## config.mk

```make
export PLATFORM = sky130hd
export DESIGN_NAME = period_match_timer8
export DESIGN_NICKNAME = d
export VERILOG_FILES = /design/src/shared/pmt_pkg.sv /design/src/design/pmt_scaler.sv /design/src/design/period_match_timer8.sv
export SDC_FILE = /design/constraint.sdc
export NUM_CORES = 1
export LEC_CHECK = 0
export ABC_AREA = 1
export BUFFER_PORTS_ARGS = -buffer_cell sky130_fd_sc_hd__buf_2
export CAP_MARGIN = 20
export CORE_MARGIN = 10
export CORE_UTILIZATION = 25
export DETAILED_ROUTE_END_ITERATION = 8
export GPL_TIMING_DRIVEN = 0
export RECOVER_POWER = 100
export SLEW_MARGIN = 0
export SYNTH_ARGS = -nofsm -noshare
export SYNTH_HDL_FRONTEND = slang
export SYNTH_SLANG_ARGS = --single-unit
```

## constraint.sdc

```tcl
create_clock -name clk -period 3.3 [get_ports clk]
set_clock_uncertainty 0.05 [all_clocks]
set_input_delay 0.66 -clock clk [delete_from_list [all_inputs] [get_ports clk]]
set_output_delay 0.66 -clock clk [all_outputs]
set_load 0.01 [all_outputs]
```

## src/shared/pmt_pkg.sv

```systemverilog
// Contract
// - An 8-bit count register and an 8-bit period register, both readable and writable.
// - Count driven from oscillator/4 via prescaler: 00 is 1, 01 is 4, 1x is 16.
// - Count runs up from 00h to the period, then returns to 00h next increment.
// - Each match advances a 4-bit postscaler; ratio is postscale field plus one.
// - Postscaler reaching its ratio sets the latched match flag, bit 1 of flags register.
// - Count write, control write and every reset clear prescaler and postscaler counters.
// - A control write leaves the count value unchanged.
// - Every kind of device reset clears the count register to zero.
// - Reset loads the period register with FFh.
// - Run bit at control bit 2 enables counting; zero stops the timer.
// - The match serves as period time base for the capture/compare pulse-width mode.
// - The timer output is offered to the synchronous serial port for its shift clock.
// - The serial port match is taken before the postscaler, pulsing on every match.
package pmt_pkg;

  // Register byte offsets on the bus.
  localparam logic [4:0] PMT_OFF_CONTROL = 5'h00;
  localparam logic [4:0] PMT_OFF_COUNT = 5'h04;
  localparam logic [4:0] PMT_OFF_PERIOD = 5'h08;
  localparam logic [4:0] PMT_OFF_IRQ_FLAGS = 5'h0C;
  localparam logic [4:0] PMT_OFF_IRQ_MASK = 5'h10;
  localparam int PMT_ADDR_WIDTH = 5;

  // Field positions.
  localparam int PMT_PRESCALE_LSB = 0;
  localparam int PMT_RUN_BIT = 2;
  localparam int PMT_POSTSCALE_LSB = 3;
  localparam int PMT_MATCH_FLAG_BIT = 1;

  // Reset values.
  localparam logic [7:0] PMT_COUNT_RESET = 8'h00;
  localparam logic [7:0] PMT_PERIOD_RESET = 8'hFF;
  localparam logic [7:0] PMT_FLAGS_RESET = 8'h00;
  localparam logic [7:0] PMT_MASK_RESET = 8'h00;

  // Timing: oscillator cycles per instruction cycle.
  localparam int PMT_INSTR_DIV = 4;

  // Prescaler ratios minus one, as compared with the prescale counter.
  localparam logic [3:0] PMT_PRE_DIV1 = 4'h0;
  localparam logic [3:0] PMT_PRE_DIV4 = 4'h3;
  localparam logic [3:0] PMT_PRE_DIV16 = 4'hF;

  // AXI responses.
  localparam logic [1:0] PMT_RESP_OKAY = 2'h0;
  localparam logic [1:0] PMT_RESP_SLVERR = 2'h2;

  typedef struct packed {
    logic [3:0] postscale;
    logic run;
    logic [1:0] prescale;
  } pmt_ctrl_type;

  localparam pmt_ctrl_type PMT_CTRL_RESET = '{postscale: 4'h0, run: 1'h0, prescale: 2'h0};

  typedef enum logic [2:0] {
    PMT_SEL_NONE = 3'h0,
    PMT_SEL_CONTROL = 3'h1,
    PMT_SEL_COUNT = 3'h2,
    PMT_SEL_PERIOD = 3'h3,
    PMT_SEL_FLAGS = 3'h4,
    PMT_SEL_MASK = 3'h5
  } pmt_sel_type;

endpackage : pmt_pkg

```

## src/design/pmt_scaler.sv

```systemverilog
module pmt_scaler #(
  parameter int WIDTH = 4
) (
  // Clock and reset
  input wire logic clk,
  input wire logic rst_n,
  input wire logic ce,
  // Control
  input wire logic clear,
  input wire logic tickIn,
  input wire logic [WIDTH-1:0] ratioMinusOne,
  // Result
  output logic tickOut,
  output logic [WIDTH-1:0] count
);

  logic [WIDTH-1:0] count_r;

  generate
    if (WIDTH < 1) begin : g_bad_width
      $error("pmt_scaler: WIDTH must be at least 1.");
    end
  endgenerate

  // Comparing with >= keeps the divider from running a full wrap when the ratio is lowered under the count.
  assign tickOut = tickIn && !clear && (count_r >= ratioMinusOne);
  assign count = count_r;

  always_ff @(posedge clk or negedge rst_n) begin
    if (!rst_n) begin
      count_r <= '0;
    end else if (ce) begin
      if (clear || tickOut) begin
        count_r <= '0;
      end else if (tickIn) begin
        count_r <= count_r + 1'b1;
      end
    end
  end

endmodule : pmt_scaler

```

## src/design/period_match_timer8.sv

```systemverilog
module period_match_timer8
  import pmt_pkg::*;
#(
  parameter int INSTR_DIV = PMT_INSTR_DIV,
  parameter int ADDR_WIDTH = PMT_ADDR_WIDTH
) (
  // Clock, reset and enable
  input wire logic clk,
  input wire logic rst_n,
  input wire logic ce,
  // AXI4-Lite write address and data
  input wire logic [ADDR_WIDTH-1:0] awaddr,
  input wire logic awvalid,
  output logic awready,
  input wire logic [31:0] wdata,
  input wire logic [3:0] wstrb,
  input wire logic wvalid,
  output logic wready,
  // AXI4-Lite write response
  output logic [1:0] bresp,
  output logic bvalid,
  input wire logic bready,
  // AXI4-Lite read
  input wire logic [ADDR_WIDTH-1:0] araddr,
  input wire logic arvalid,
  output logic arready,
  output logic [31:0] rdata,
  output logic [1:0] rresp,
  output logic rvalid,
  input wire logic rready,
  // Timer outputs
  output logic irq,
  output logic pwmPeriodTick,
  output logic sspTimerTick,
  output logic [7:0] timerCount
);

  localparam int IW = (INSTR_DIV > 1) ? $clog2(INSTR_DIV) : 1;

  if (INSTR_DIV < 2) begin : g_bad_div
    $error("period_match_timer8: INSTR_DIV must be at least 2.");
  end
  if (ADDR_WIDTH < PMT_ADDR_WIDTH) begin : g_bad_addr
    $error("period_match_timer8: ADDR_WIDTH too small for the register map.");
  end

  function automatic pmt_sel_type regSel(input logic [ADDR_WIDTH-1:0] addr);
    logic [PMT_ADDR_WIDTH-1:0] word;
    word = {addr[PMT_ADDR_WIDTH-1:2], 2'h0};
    if ((addr >> PMT_ADDR_WIDTH) != '0) begin
      return PMT_SEL_NONE;
    end
    case (word)
      PMT_OFF_CONTROL: return PMT_SEL_CONTROL;
      PMT_OFF_COUNT: return PMT_SEL_COUNT;
      PMT_OFF_PERIOD: return PMT_SEL_PERIOD;
      PMT_OFF_IRQ_FLAGS: return PMT_SEL_FLAGS;
      PMT_OFF_IRQ_MASK: return PMT_SEL_MASK;
      default: return PMT_SEL_NONE;
    endcase
  endfunction : regSel

  function automatic logic [3:0] prescaleRatio(input logic [1:0] sel);
    case (sel)
      2'h0: return PMT_PRE_DIV1;
      2'h1: return PMT_PRE_DIV4;
      default: return PMT_PRE_DIV16;
    endcase
  endfunction : prescaleRatio

  pmt_ctrl_type ctrl_r;
  logic [7:0] count_r, period_r, flags_r, flags_nxt, mask_r, wData_r, rdByte;
  logic [ADDR_WIDTH-1:0] awAddr_r;
  logic [31:0] rdata_r;
  logic [1:0] bresp_r, rresp_r;
  logic [3:0] preCount, postCount;
  pmt_sel_type rdSel_r, rdSel, wrSel;
  logic irq_r, matchPulse_r, afterRst_r, awHeld_r, wHeld_r, wStrb0_r, bvalid_r, rvalid_r;
  logic doWrite, wrEn, wrControl, wrCount, wrPeriod, wrFlags, wrMask, scalerClear;
  logic instrTick, preTick, incTick, wrapTick, postTick;

  // Bus write side: address and data are caught independently, the write happens once both are in.
  assign awready = ce && !awHeld_r && !bvalid_r;
  assign wready = ce && !wHeld_r && !bvalid_r;
  assign doWrite = ce && awHeld_r && wHeld_r && !bvalid_r;
  assign wrSel = regSel(awAddr_r);
  assign wrEn = doWrite && wStrb0_r;
  assign wrControl = wrEn && (wrSel == PMT_SEL_CONTROL);
  assign wrCount = wrEn && (wrSel == PMT_SEL_COUNT);
  assign wrPeriod = wrEn && (wrSel == PMT_SEL_PERIOD);
  assign wrFlags = wrEn && (wrSel == PMT_SEL_FLAGS);
  assign wrMask = wrEn && (wrSel == PMT_SEL_MASK);

  always_ff @(posedge clk or negedge rst_n) begin
    if (!rst_n) begin
      awHeld_r <= 1'h0;
      awAddr_r <= '0;
    end else if (ce) begin
      if (awvalid && awready) begin
        awHeld_r <= 1'h1;
        awAddr_r <= awaddr;
      end else if (doWrite) begin
        awHeld_r <= 1'h0;
      end
    end
  end

  always_ff @(posedge clk or negedge rst_n) begin
    if (!rst_n) begin
      wHeld_r <= 1'h0;
      wData_r <= 8'h00;
      wStrb0_r <= 1'h0;
    end else if (ce) begin
      if (wvalid && wready) begin
        wHeld_r <= 1'h1;
        wData_r <= wdata[7:0];
        wStrb0_r <= wstrb[0];
      end else if (doWrite) begin
        wHeld_r <= 1'h0;
      end
    end
  end

  always_ff @(posedge clk or negedge rst_n) begin
    if (!rst_n) begin
      bvalid_r <= 1'h0;
      bresp_r <= PMT_RESP_OKAY;
    end else if (ce) begin
      if (doWrite) begin
        bvalid_r <= 1'h1;
        bresp_r <= (wrSel == PMT_SEL_NONE) ? PMT_RESP_SLVERR : PMT_RESP_OKAY;
      end else if (bvalid_r && bready) begin
        bvalid_r <= 1'h0;
      end
    end
  end

  // Bus read side: one read in flight, data sampled at the address edge.
  assign arready = ce && !rvalid_r;
  assign rdSel = regSel(araddr);

  always_comb begin
    case (rdSel)
      PMT_SEL_CONTROL: rdByte = {1'h0, ctrl_r};
      PMT_SEL_COUNT: rdByte = count_r;
      PMT_SEL_PERIOD: rdByte = period_r;
      PMT_SEL_FLAGS: rdByte = flags_r;
      PMT_SEL_MASK: rdByte = mask_r;
      default: rdByte = 8'h00;
    endcase
  end

  always_ff @(posedge clk or negedge rst_n) begin
    if (!rst_n) begin
      rvalid_r <= 1'h0;
      rdata_r <= 32'h0000_0000;
      rresp_r <= PMT_RESP_OKAY;
      rdSel_r <= PMT_SEL_NONE;
    end else if (ce) begin
      if (arvalid && arready) begin
        rvalid_r <= 1'h1;
        rdata_r <= {24'h00_0000, rdByte};
        rresp_r <= (rdSel == PMT_SEL_NONE) ? PMT_RESP_SLVERR : PMT_RESP_OKAY;
        rdSel_r <= rdSel;
      end else if (rvalid_r && rready) begin
        rvalid_r <= 1'h0;
      end
    end
  end

  assign bvalid = bvalid_r;
  assign bresp = bresp_r;
  assign rvalid = rvalid_r;
  assign rdata = rdata_r;
  assign rresp = rresp_r;

  // Control and period registers.
  always_ff @(posedge clk or negedge rst_n) begin
    if (!rst_n) begin
      ctrl_r <= PMT_CTRL_RESET;
    end else if (ce && wrControl) begin
      ctrl_r <= pmt_ctrl_type'(wData_r[6:0]);
    end
  end

  always_ff @(posedge clk or negedge rst_n) begin
    if (!rst_n) begin
      period_r <= PMT_PERIOD_RESET;
    end else if (ce && wrPeriod) begin
      period_r <= wData_r;
    end
  end

  // Instruction clock: the divider is never cleared by software, only the scalers are.
  pmt_scaler #(
    .WIDTH(IW)
  ) u_instr_div (
    .clk(clk),
    .rst_n(rst_n),
    .ce(ce),
    .clear(1'h0),
    .tickIn(1'h1),
    .ratioMinusOne(IW'(INSTR_DIV - 1)),
    .tickOut(instrTick),
    .count()
  );

  assign scalerClear = wrControl || wrCount;

  pmt_scaler #(
    .WIDTH(4)
  ) u_prescaler (
    .clk(clk),
    .rst_n(rst_n),
    .ce(ce),
    .clear(scalerClear),
    .tickIn(instrTick && ctrl_r.run),
    .ratioMinusOne(prescaleRatio(ctrl_r.prescale)),
    .tickOut(preTick),
    .count(preCount)
  );

  // A count or control write in the same cycle suppresses the increment, so software always sees its own value.
  assign incTick = preTick && ctrl_r.run && !scalerClear;
  assign wrapTick = incTick && (count_r == period_r);

  always_ff @(posedge clk or negedge rst_n) begin
    if (!rst_n) begin
      count_r <= PMT_COUNT_RESET;
    end else if (ce) begin
      if (wrCount) begin
        count_r <= wData_r;
      end else if (wrapTick) begin
        count_r <= 8'h00;
      end else if (incTick) begin
        count_r <= count_r + 8'h01;
      end
    end
  end

  pmt_scaler #(
    .WIDTH(4)
  ) u_postscaler (
    .clk(clk),
    .rst_n(rst_n),
    .ce(ce),
    .clear(scalerClear),
    .tickIn(wrapTick),
    .ratioMinusOne(ctrl_r.postscale),
    .tickOut(postTick),
    .count(postCount)
  );

  // Match pulse before the postscaler feeds the PWM time base and the serial port.
  always_ff @(posedge clk or negedge rst_n) begin
    if (!rst_n) begin
      matchPulse_r <= 1'h0;
    end else if (ce) begin
      matchPulse_r <= wrapTick;
    end
  end

  assign pwmPeriodTick = matchPulse_r;
  assign sspTimerTick = matchPulse_r;
  assign timerCount = count_r;

  // Interrupt flags: write one to clear, and a new match in the same cycle wins over the clear.
  always_comb begin
    flags_nxt = flags_r;
    if (wrFlags && wData_r[PMT_MATCH_FLAG_BIT]) begin
      flags_nxt[PMT_MATCH_FLAG_BIT] = 1'h0;
    end
    if (postTick) begin
      flags_nxt[PMT_MATCH_FLAG_BIT] = 1'h1;
    end
  end

  always_ff @(posedge clk or negedge rst_n) begin
    if (!rst_n) begin
      flags_r <= PMT_FLAGS_RESET;
      mask_r <= PMT_MASK_RESET;
      irq_r <= 1'h0;
    end else if (ce) begin
      flags_r <= flags_nxt;
      if (wrMask) begin
        mask_r <= wData_r & (8'h01 << PMT_MATCH_FLAG_BIT);
      end
      irq_r <= |(flags_nxt & (wrMask ? wData_r : mask_r));
    end
  end

  assign irq = irq_r;

  // Checks.
  always_ff @(posedge clk or negedge rst_n) begin
    if (!rst_n) begin
      afterRst_r <= 1'h0;
    end else begin
      afterRst_r <= 1'h1;
    end
  end
endmodule : period_match_timer8

```

# Word level (Yosys, flattened, before mapping)
# Cells that the tools add are included.
# W data, S select, Z words.
# classes
n_addsub	4
n_lt_le_gt_ge	3
bitwise	1
eq_ne	20
mux	24
reduce_logical	63
# ops
op	n
$pmux W8 S5	1
$mux W8	4
$logic_and A1 B1 Y1	30
$pmux W3 S5	2
$eq A3 B2 Y1 const B	8
$reduce_and A2 Y1	12
$eq A3 B3 Y1 const B	6
$mux W4	4
$eq A3 B1 Y1 const B	4
$logic_not A3 Y1	4
$reduce_bool A2 Y1	6
$mux W1	9
$add A4 B1 Y4 const B	2
$add A8 B1 Y8 const B	1
$and A2 B8 Y8	1
$eq A8 B8 Y1	1
$ge A4 B4 Y1	2
$pmux W4 S2	1
$reduce_or A8 Y1	1
$mux W2	3
$logic_not A1 Y1	5
$logic_or A1 B1 Y1	3
$reduce_bool A3 Y1	1
$add A2 B1 Y2 const B	1
3 further kinds	3
# totals
ff_bits	67
wordCells	137

# Depth between registers and ports, before layout
# Gate-level depths: netlist of run 1.
# logic_depth
word_depth	17
mapped_depth	15
mapped_depth_nobuf	14

# Modules after synthesis
# From an unflattened synthesis of run 1, not the netlist that was laid out.
# hier_totals
hier_cells	552
hier_area_um2	4091.4
# modules_own_cells
mod	area_per_inst_um2	n_inst	cells_per_inst	seq_area_each_um2
period_match_timer8	3221.8	1	433	1336.3
pmt_scaler (u_postscaler ...)	336.6	2	45	100.1
pmt_scaler (u_instr_div)	196.4	1	29	50.0

# Worst setup path after synthesis of run 1
# Ideal clock, no wire load.
# synth_timing
path_kind	input to register
startpoint	input port ce
endpoint	register count_r[6] (netlist: timerCount[6])
path_stages	10
arrival_ns	1.618
path_slack_ns	1.511
n_path_buf	1
setup_ns	0.121
path_cell_list	nand2_2 -> nor2_2 -> nand2_2 -> nor2_8 -> inv_2 -> nand2_4 -> nand2_2 -> buf_6 -> nor2_1 -> a21oi_1
# synth_between
elab_chain_len	14
word_cells_on_any_way	17
# synth_rtl
element	line	rtl
from (decl)	period_match_timer8.sv:10	input wire logic ce,
$logic_and A1 B1 Y1 (3 in a row)	period_match_timer8.sv:85	assign doWrite = ce && awHeld_r && wHeld_r && !bvalid_r;
$logic_and A1 B1 Y1	period_match_timer8.sv:87	assign wrEn = doWrite && wStrb0_r;
$logic_and A1 B1 Y1, on equally long branches	period_match_timer8.sv:88, period_match_timer8.sv:89	
$logic_or A1 B1 Y1	period_match_timer8.sv:208	assign scalerClear = wrControl || wrCount;
$logic_not A1 Y1	pmt_scaler.sv:26, period_match_timer8.sv:224	
$logic_and A1 B1 Y1 (2 in a row)	pmt_scaler.sv:26	assign tickOut = tickIn && !clear && (count_r >= ratioMinusOne);
$logic_and A1 B1 Y1 (2 in a row)	period_match_timer8.sv:224	assign incTick = preTick && ctrl_r.run && !scalerClear;
$logic_and A1 B1 Y1	period_match_timer8.sv:225	assign wrapTick = incTick && (count_r == period_r);
$reduce_bool A3 Y1 (no source line) or $mux W8 (tied branches)	-	
$reduce_and A2 Y1 (no source line) or $mux W8 (tied branches)	-	
to (signal assigned)	period_match_timer8.sv:232	count_r <= wData_r;
to (signal assigned)	period_match_timer8.sv:236	count_r <= count_r + 8'h01;
to (decl)	period_match_timer8.sv:72	logic [7:0] count_r, period_r, flags_r, flags_nxt, mask_r, wData_r, rdByte;
# Parallel ways exist; a longest one is shown, timed or not.
# A chain may end at the register's enable or synchronous reset.

# Final worst setup path of run 1
# layout_timing
startpoint	input port ce
endpoint	register u_postscaler.count_r[3] (netlist: u_postscaler.count[3])
# layout_between
elab_chain_len	17
word_cells_on_any_way	19
# layout_rtl
element	line	rtl
$logic_and A1 B1 Y1 (3 in a row)	period_match_timer8.sv:85	
$logic_and A1 B1 Y1	period_match_timer8.sv:87	
$logic_and A1 B1 Y1, on equally long branches	period_match_timer8.sv:88, period_match_timer8.sv:89	
$logic_or A1 B1 Y1	period_match_timer8.sv:208	
$logic_not A1 Y1	pmt_scaler.sv:26, period_match_timer8.sv:224	
$logic_and A1 B1 Y1 (2 in a row)	pmt_scaler.sv:26	
$logic_and A1 B1 Y1 (2 in a row)	period_match_timer8.sv:224	
$logic_and A1 B1 Y1	period_match_timer8.sv:225	
$logic_and A1 B1 Y1 (2 in a row)	pmt_scaler.sv:26	
$logic_or A1 B1 Y1	pmt_scaler.sv:33	if (clear || tickOut) begin
$reduce_bool A2 Y1 (no source line)	-	
$reduce_and A2 Y1 (no source line)	-	
to (signal assigned)	pmt_scaler.sv:36	count_r <= count_r + 1'b1;
to (decl)	pmt_scaler.sv:17	logic [WIDTH-1:0] count_r;
# Parallel ways exist; a longest one is shown, timed or not.

==> results of run 1 <==
==> metal layers <==
| metal | global-route usage | wire, um | vias up |
|---|---|---|---|
| met5 | 0 | 0 | - |
| li1 | - | - | 1534 |
| met4 | 0.0198 | 65 | 0 |
| met2 | 0.134 | 3690 | 77 |
| met3 | 0.0411 | 633 | 6 |
| met1 | 0.129 | 4750 | 1328 |
==> critical path: stages <==
cell	delay [ns]
clkbuf_1	0.25
nand2_1	0.19
nor3_1	0.44
o21ai_4	0.18
nand3_1	0.20
nor2_1	0.07
clkbuf_1	0.22
nand2_1	0.22
nand3_1	0.09
o21ai_0	0.08
==> registers in the layout, summed over array words and instances, names as in the netlist, 2 cells and up <==
register and cells:
u_postscaler.count 4, rdata 8, ctrl_r 7, wData_r 8, u_prescaler.count 4, period_r 8
u_instr_div.count 2, timerCount 8, awAddr_r 3
==> cell usage after synthesis (2+ instances only) <==
cell,number,area share
o21ai_0,37,0.052
inv_1,53,0.056
a21oi_2,2,0.0049
nor2_2,4,0.0070
xor2_1,7,0.017
o21ai_1,3,0.0042
xnor2_1,7,0.017
nand2_1,107,0.11
nor3_1,2,0.0028
dfrtp_1,55,0.39
ha_1,12,0.042
nand3_1,25,0.035
nand4_1,4,0.0070
o22ai_1,2,0.0035
o31ai_1,2,0.0042
dfstp_2,8,0.059
a21oi_1,26,0.037
a221oi_1,2,0.0049
buf_4,28,0.059
clkbuf_1,7,0.0074
nor2_1,35,0.037
nand2_2,3,0.0053
==> metrics by stage <==
stage / setup WS [ns] / cell area (sq um) / util
4_1_cts: 1.30 / 4400 / 0.317
3_3_place_gp: 1.07 / 4110 / 0.296
5_1_grt: 0.653 / 4340 / 0.312
2_1_floorplan: 1.51 / 3640 / -
3_5_place_dp: 1.05 / 4110 / 0.296
6_report: 0.882 / 4340 / 0.312
==> cell type report <==
| cell class | count | share of cell area |
|---|---|---|
| Sequential cell | 63 | 0.366 |
| Multi-Input combinational cell | 315 | 0.364 |
| Clock buffer | 12 | 0.0568 |
| Buffer | 36 | 0.0563 |
| Tap cell | 180 | 0.0519 |
| Timing Repair Buffer | 48 | 0.0479 |
| Inverter | 54 | 0.0467 |
| Clock inverter | 4 | 0.0104 |
==> worst paths after layout <==
path / start / slack [ns] / endpoint
worst max-delay path: ce / 0.88 / u_postscaler.count[3]
worst min-delay path: u_instr_div.count[0] / 0.42 / u_instr_div.count[0]
worst max register to register: ctrl_r[0] / 0.98 / u_postscaler.count[3]
worst min register to register: u_instr_div.count[0] / 0.42 / u_instr_div.count[0]
max in group asynchronous: rst_n / 1.53 / wData_r[4]
min in group asynchronous: rst_n / 0.66 / timerCount[3]
==> cell families after synthesis <==
| family | count (synthesis) |
|---|---|
| other cells | 1 |
| compound gates | 78 |
| mux | 1 |
| buf+inv | 90 |
| simple gates | 184 |
| flops | 63 |
| xor+xnor | 14 |
| fa+ha+maj | 12 |
==> power by group <==
| group | leakage, nW | internal (mW) | switching [mW] | total, mW |
|---|---|---|---|---|
| Clock | 0.146 | 0.601 | 0.344 | 0.945 |
| Sequential | 0.758 | 1.04 | 0.192 | 1.24 |
| Combinational | 1.30 | 0.336 | 0.554 | 0.890 |
| Total | 2.21 | 1.98 | 1.09 | 3.07 |
==> out/results.ini, run 1 <==
[synth]
synth_compound_area_frac=0.122
synthMuxAreaShare=0.00317
yosysSeqAreaShare=0.447
synth_edf_count=0
synth_area_sq_um=3550
synth-seq-cells=63
synth_top_family_by_area=simple AND/OR/NAND/NOR gates
ys_types=34
synth_ff_type=dfrtp_1
ys_warn_count=0
synthSimpleGateAreaFrac=0.224
synthCells=443
synthArstFlopShare=1.00
synth.avg_cell_area_sq_um=8.02
synth-xor-area-share=0.0345
synthAdderAreaFrac=0.0423

[floorplan]
initial_core_util=0.256
coreArea_sq_um=13900
fp.dieH_um=139
rows=43
die_w_um=139
dieArea_sq_um=19400
ioPinCount=106

[finish]
mostFrequentLayoutCells=109 x nand2_1, 55 x dfrtp_1, 53 x inv_1
fin_nets=593
diodes=0
fillers=1539
area_growth_syn_to_layout_pct=22.1
final_common_cell=nand2_1
instances_no_fill=712
multi_input_area_sq_um=1580
regArea_sq_um=1590
drive_gt1_frac=0.152

[pwr]
leakage_nw=2.21
p_per_area_nw_per_um2=708
peakVddDrop_v=0.000259
fin_total_pwr_mw=3.07

[sta]
rsz0062_at_grt=no
hold_viol_final=0
fmax_ghz=0.414
period_share=0.733
min_period_ns=2.42
hold_ws_ns=0.423
setup_viol=0
slew_headroom=-0.0825
finalMaxSlewViolations=64
worstMarginPinSlew_ns=1.62
tns_ns=0

[place]
dp_hpwl_um=7060
dp.cells=696
gp_congestion=0.836
numPortBuffers=48

[cts]
ctsHoldBuffers=0
cts_made_buffers=9
htreeDepth=3
clkSinkCount=63
cts_tree=done
cts_buffer_depth=2
clock-root-buffer=clkbuf_16
post_cts_buffers=0
cts_resized=0
path_clk_slew_ns=0.05
insertion_delay_ns=0.33

[route]
via_per_inst=4.14
vias=2945
dr.pass1.iters=4
wl_um=9130
wire_per_inst_um=12.8
drt_iter0_markers=121
postRouteAntennaNets=0
drc=0

[status]
status=finished with violations
violations=capacitance limit, slew limit

[grt]
grt_usage=0.0945
antenna_found_initial=0
grt_pass1_vias=2810
grt_max_degree=64
grt-ovfl-total=0
grt_pass1_wl_um=14900

[flow_run]
cap_violations=1

[worst_setup_path]
reg2reg_depth=11
startpoint_type=input pin
crit_type=in -> reg
critPathMaxFanout=10
end_kind=flop
crit_required_ns=3.50
cp.arrival_ns=2.61

[hold_path]
hold_path.class=reg -> reg
hold_depth=1

(Power assumes the default switching activity.)
==> run 2, diff against run 1 <==
clock period = 2 ns   (was 3.3 ns; I/O delays follow)
==> run 2 against run 1 <==
Wire length is 0.93% higher. Critical path depth grew 1. Non-clock buffer count increased by 4. Core utilization grew 0.78 points. Largest cell class is now multi-input combinational cells. The run still ends with capacitance limit, slew limit left.
==> out/results.ini, run 2 (synthesis gave the netlist of run 1 again) <==
[floorplan]
dieArea_sq_um=19400
coreArea_sq_um=13900
initial_core_util=0.256
fp.dieH_um=139
rows=43
die_w_um=139
ioPinCount=106

[place]
numPortBuffers=48
dp_hpwl_um=7060
gp_congestion=0.836
dp_slack_ns=0.00772

[sta]
fmax_ghz=0.529
tns_ns=0
setup_viol=0
hold_ws_ns=0.243
hold_viol_final=0
slew_headroom=-0.0767
period_share=0.945
worstMarginPinSlew_ns=1.61
finalMaxSlewViolations=64
min_period_ns=1.89
worst_slack_ns=0.109

[cts]
clkSinkCount=63
ctsHoldBuffers=0
htreeDepth=3
cts_buffer_depth=2
cts_made_buffers=9
path_clk_slew_ns=0.06
cts_tree=done
clock-root-buffer=clkbuf_16
insertion_delay_ns=0.33

[pwr]
peakVddDrop_v=0.000462
fin_total_pwr_mw=5.19
p_per_area_nw_per_um2=1170
leakage_nw=2.25

[worst_setup_path]
cp-startpoint=ctrl_r[1]
timing.rr.end=u_postscaler.count[3]
crit_type=reg -> reg
end_kind=flop
reg2reg_depth=11
r2r_slack_ns=0.11
startpoint_type=flop
r2r_start=ctrl_r[1]
critPathMaxFanout=10
crit_required_ns=2.21
crit_path_end=u_postscaler.count[3]
cp.arrival_ns=2.10

[finish]
mostFrequentLayoutCells=106 x nand2_1, 55 x dfrtp_1, 51 x inv_1
final_common_cell=nand2_1
diodes=0
fin_util=0.320
regArea_sq_um=1590
multi_input_area_sq_um=1650
fin_nets=597
drive_gt1_frac=0.190
area_growth_syn_to_layout_pct=25.2
fillers=1528

[route]
wire_per_inst_um=12.9
vias=2962
via_per_inst=4.14
wl_um=9220
dr.pass1.iters=5
drt_iter0_markers=130
drc=0
postRouteAntennaNets=0

[hold_path]
hold_depth=2
hold_path.class=in -> reg

[status]
violations=capacitance limit, slew limit
status=finished with violations

[grt]
grt_max_degree=64
grt_pass1_vias=2810
grt_usage=0.0945
grt-ovfl-total=0
antenna_found_initial=0
grt_pass1_wl_um=14900

[flow_run]
cap_violations=1

-- run 2: area by class of cell --
cell class                      count  area share
Multi-Input combinational cell    315       0.371
Sequential cell                    63       0.357
Buffer                             36      0.0566
Clock buffer                       12      0.0554
Timing Repair Buffer               52      0.0540
Tap cell                          180      0.0507
Inverter                           54      0.0456
Clock inverter                      4      0.0101
-- run 2: layer usage --
layer	wire [um]	track usage
met5	0	0
met1	4620	0.129
met4	60	0.0198
met2	3800	0.134
met3	736	0.0411
-- run 2: worst min path at each step --
| stage | startpoint | end | slack [ns] |
|---|---|---|---|
| global route | wdata[3] | wData_r[3] | 0.25 |
| global placement | wData_r[6] | ctrl_r[6] | 0.41 |
| detailed placement | rdata[7] | rdata[7] | 0.41 |
| floorplan | rst_n | awAddr_r[2] | 0.05 |
| CTS | rst_n | timerCount[1] | 0.14 |
| finish | awaddr[2] | awAddr_r[2] | 0.24 |
-- run 2: per-stage QoR --
stage | cell area [sq um] | instances
2_1_floorplan | 3640 | 468
3_3_place_gp | 4110 | 696
3_5_place_dp | 4110 | 696
4_1_cts | 4400 | 712
5_1_grt | 4450 | 716
6_report | 4450 | 716
-- run 2: repair_timing --
action / in CTS / in global routing
setup endpoints to repair: 0 / 13
resized for setup: 0 / 10
buffers inserted: 0 / 4
-- run 2: power breakdown --
| part | switching (mW) | leakage, nW | total (mW) | internal [mW] |
|---|---|---|---|---|
| Clock | 0.572 | 0.146 | 1.56 | 0.992 |
| Sequential | 0.316 | 0.758 | 2.04 | 1.72 |
| Combinational | 0.982 | 1.34 | 1.59 | 0.609 |
| Total | 1.87 | 2.25 | 5.19 | 3.33 |
-- run 2: worst max-delay path, cell delays in order, from the launching register on --
cell,delay [ns]
dfrtp_1,0.39
inv_2,0.07
ha_1,0.29
nand2_1,0.05
inv_1,0.08
nand3_2,0.07
nand3_2,0.10
nand3_4,0.10
nor2_4,0.13
buf_6,0.15
nand4_1,0.15
o21ai_1,0.18
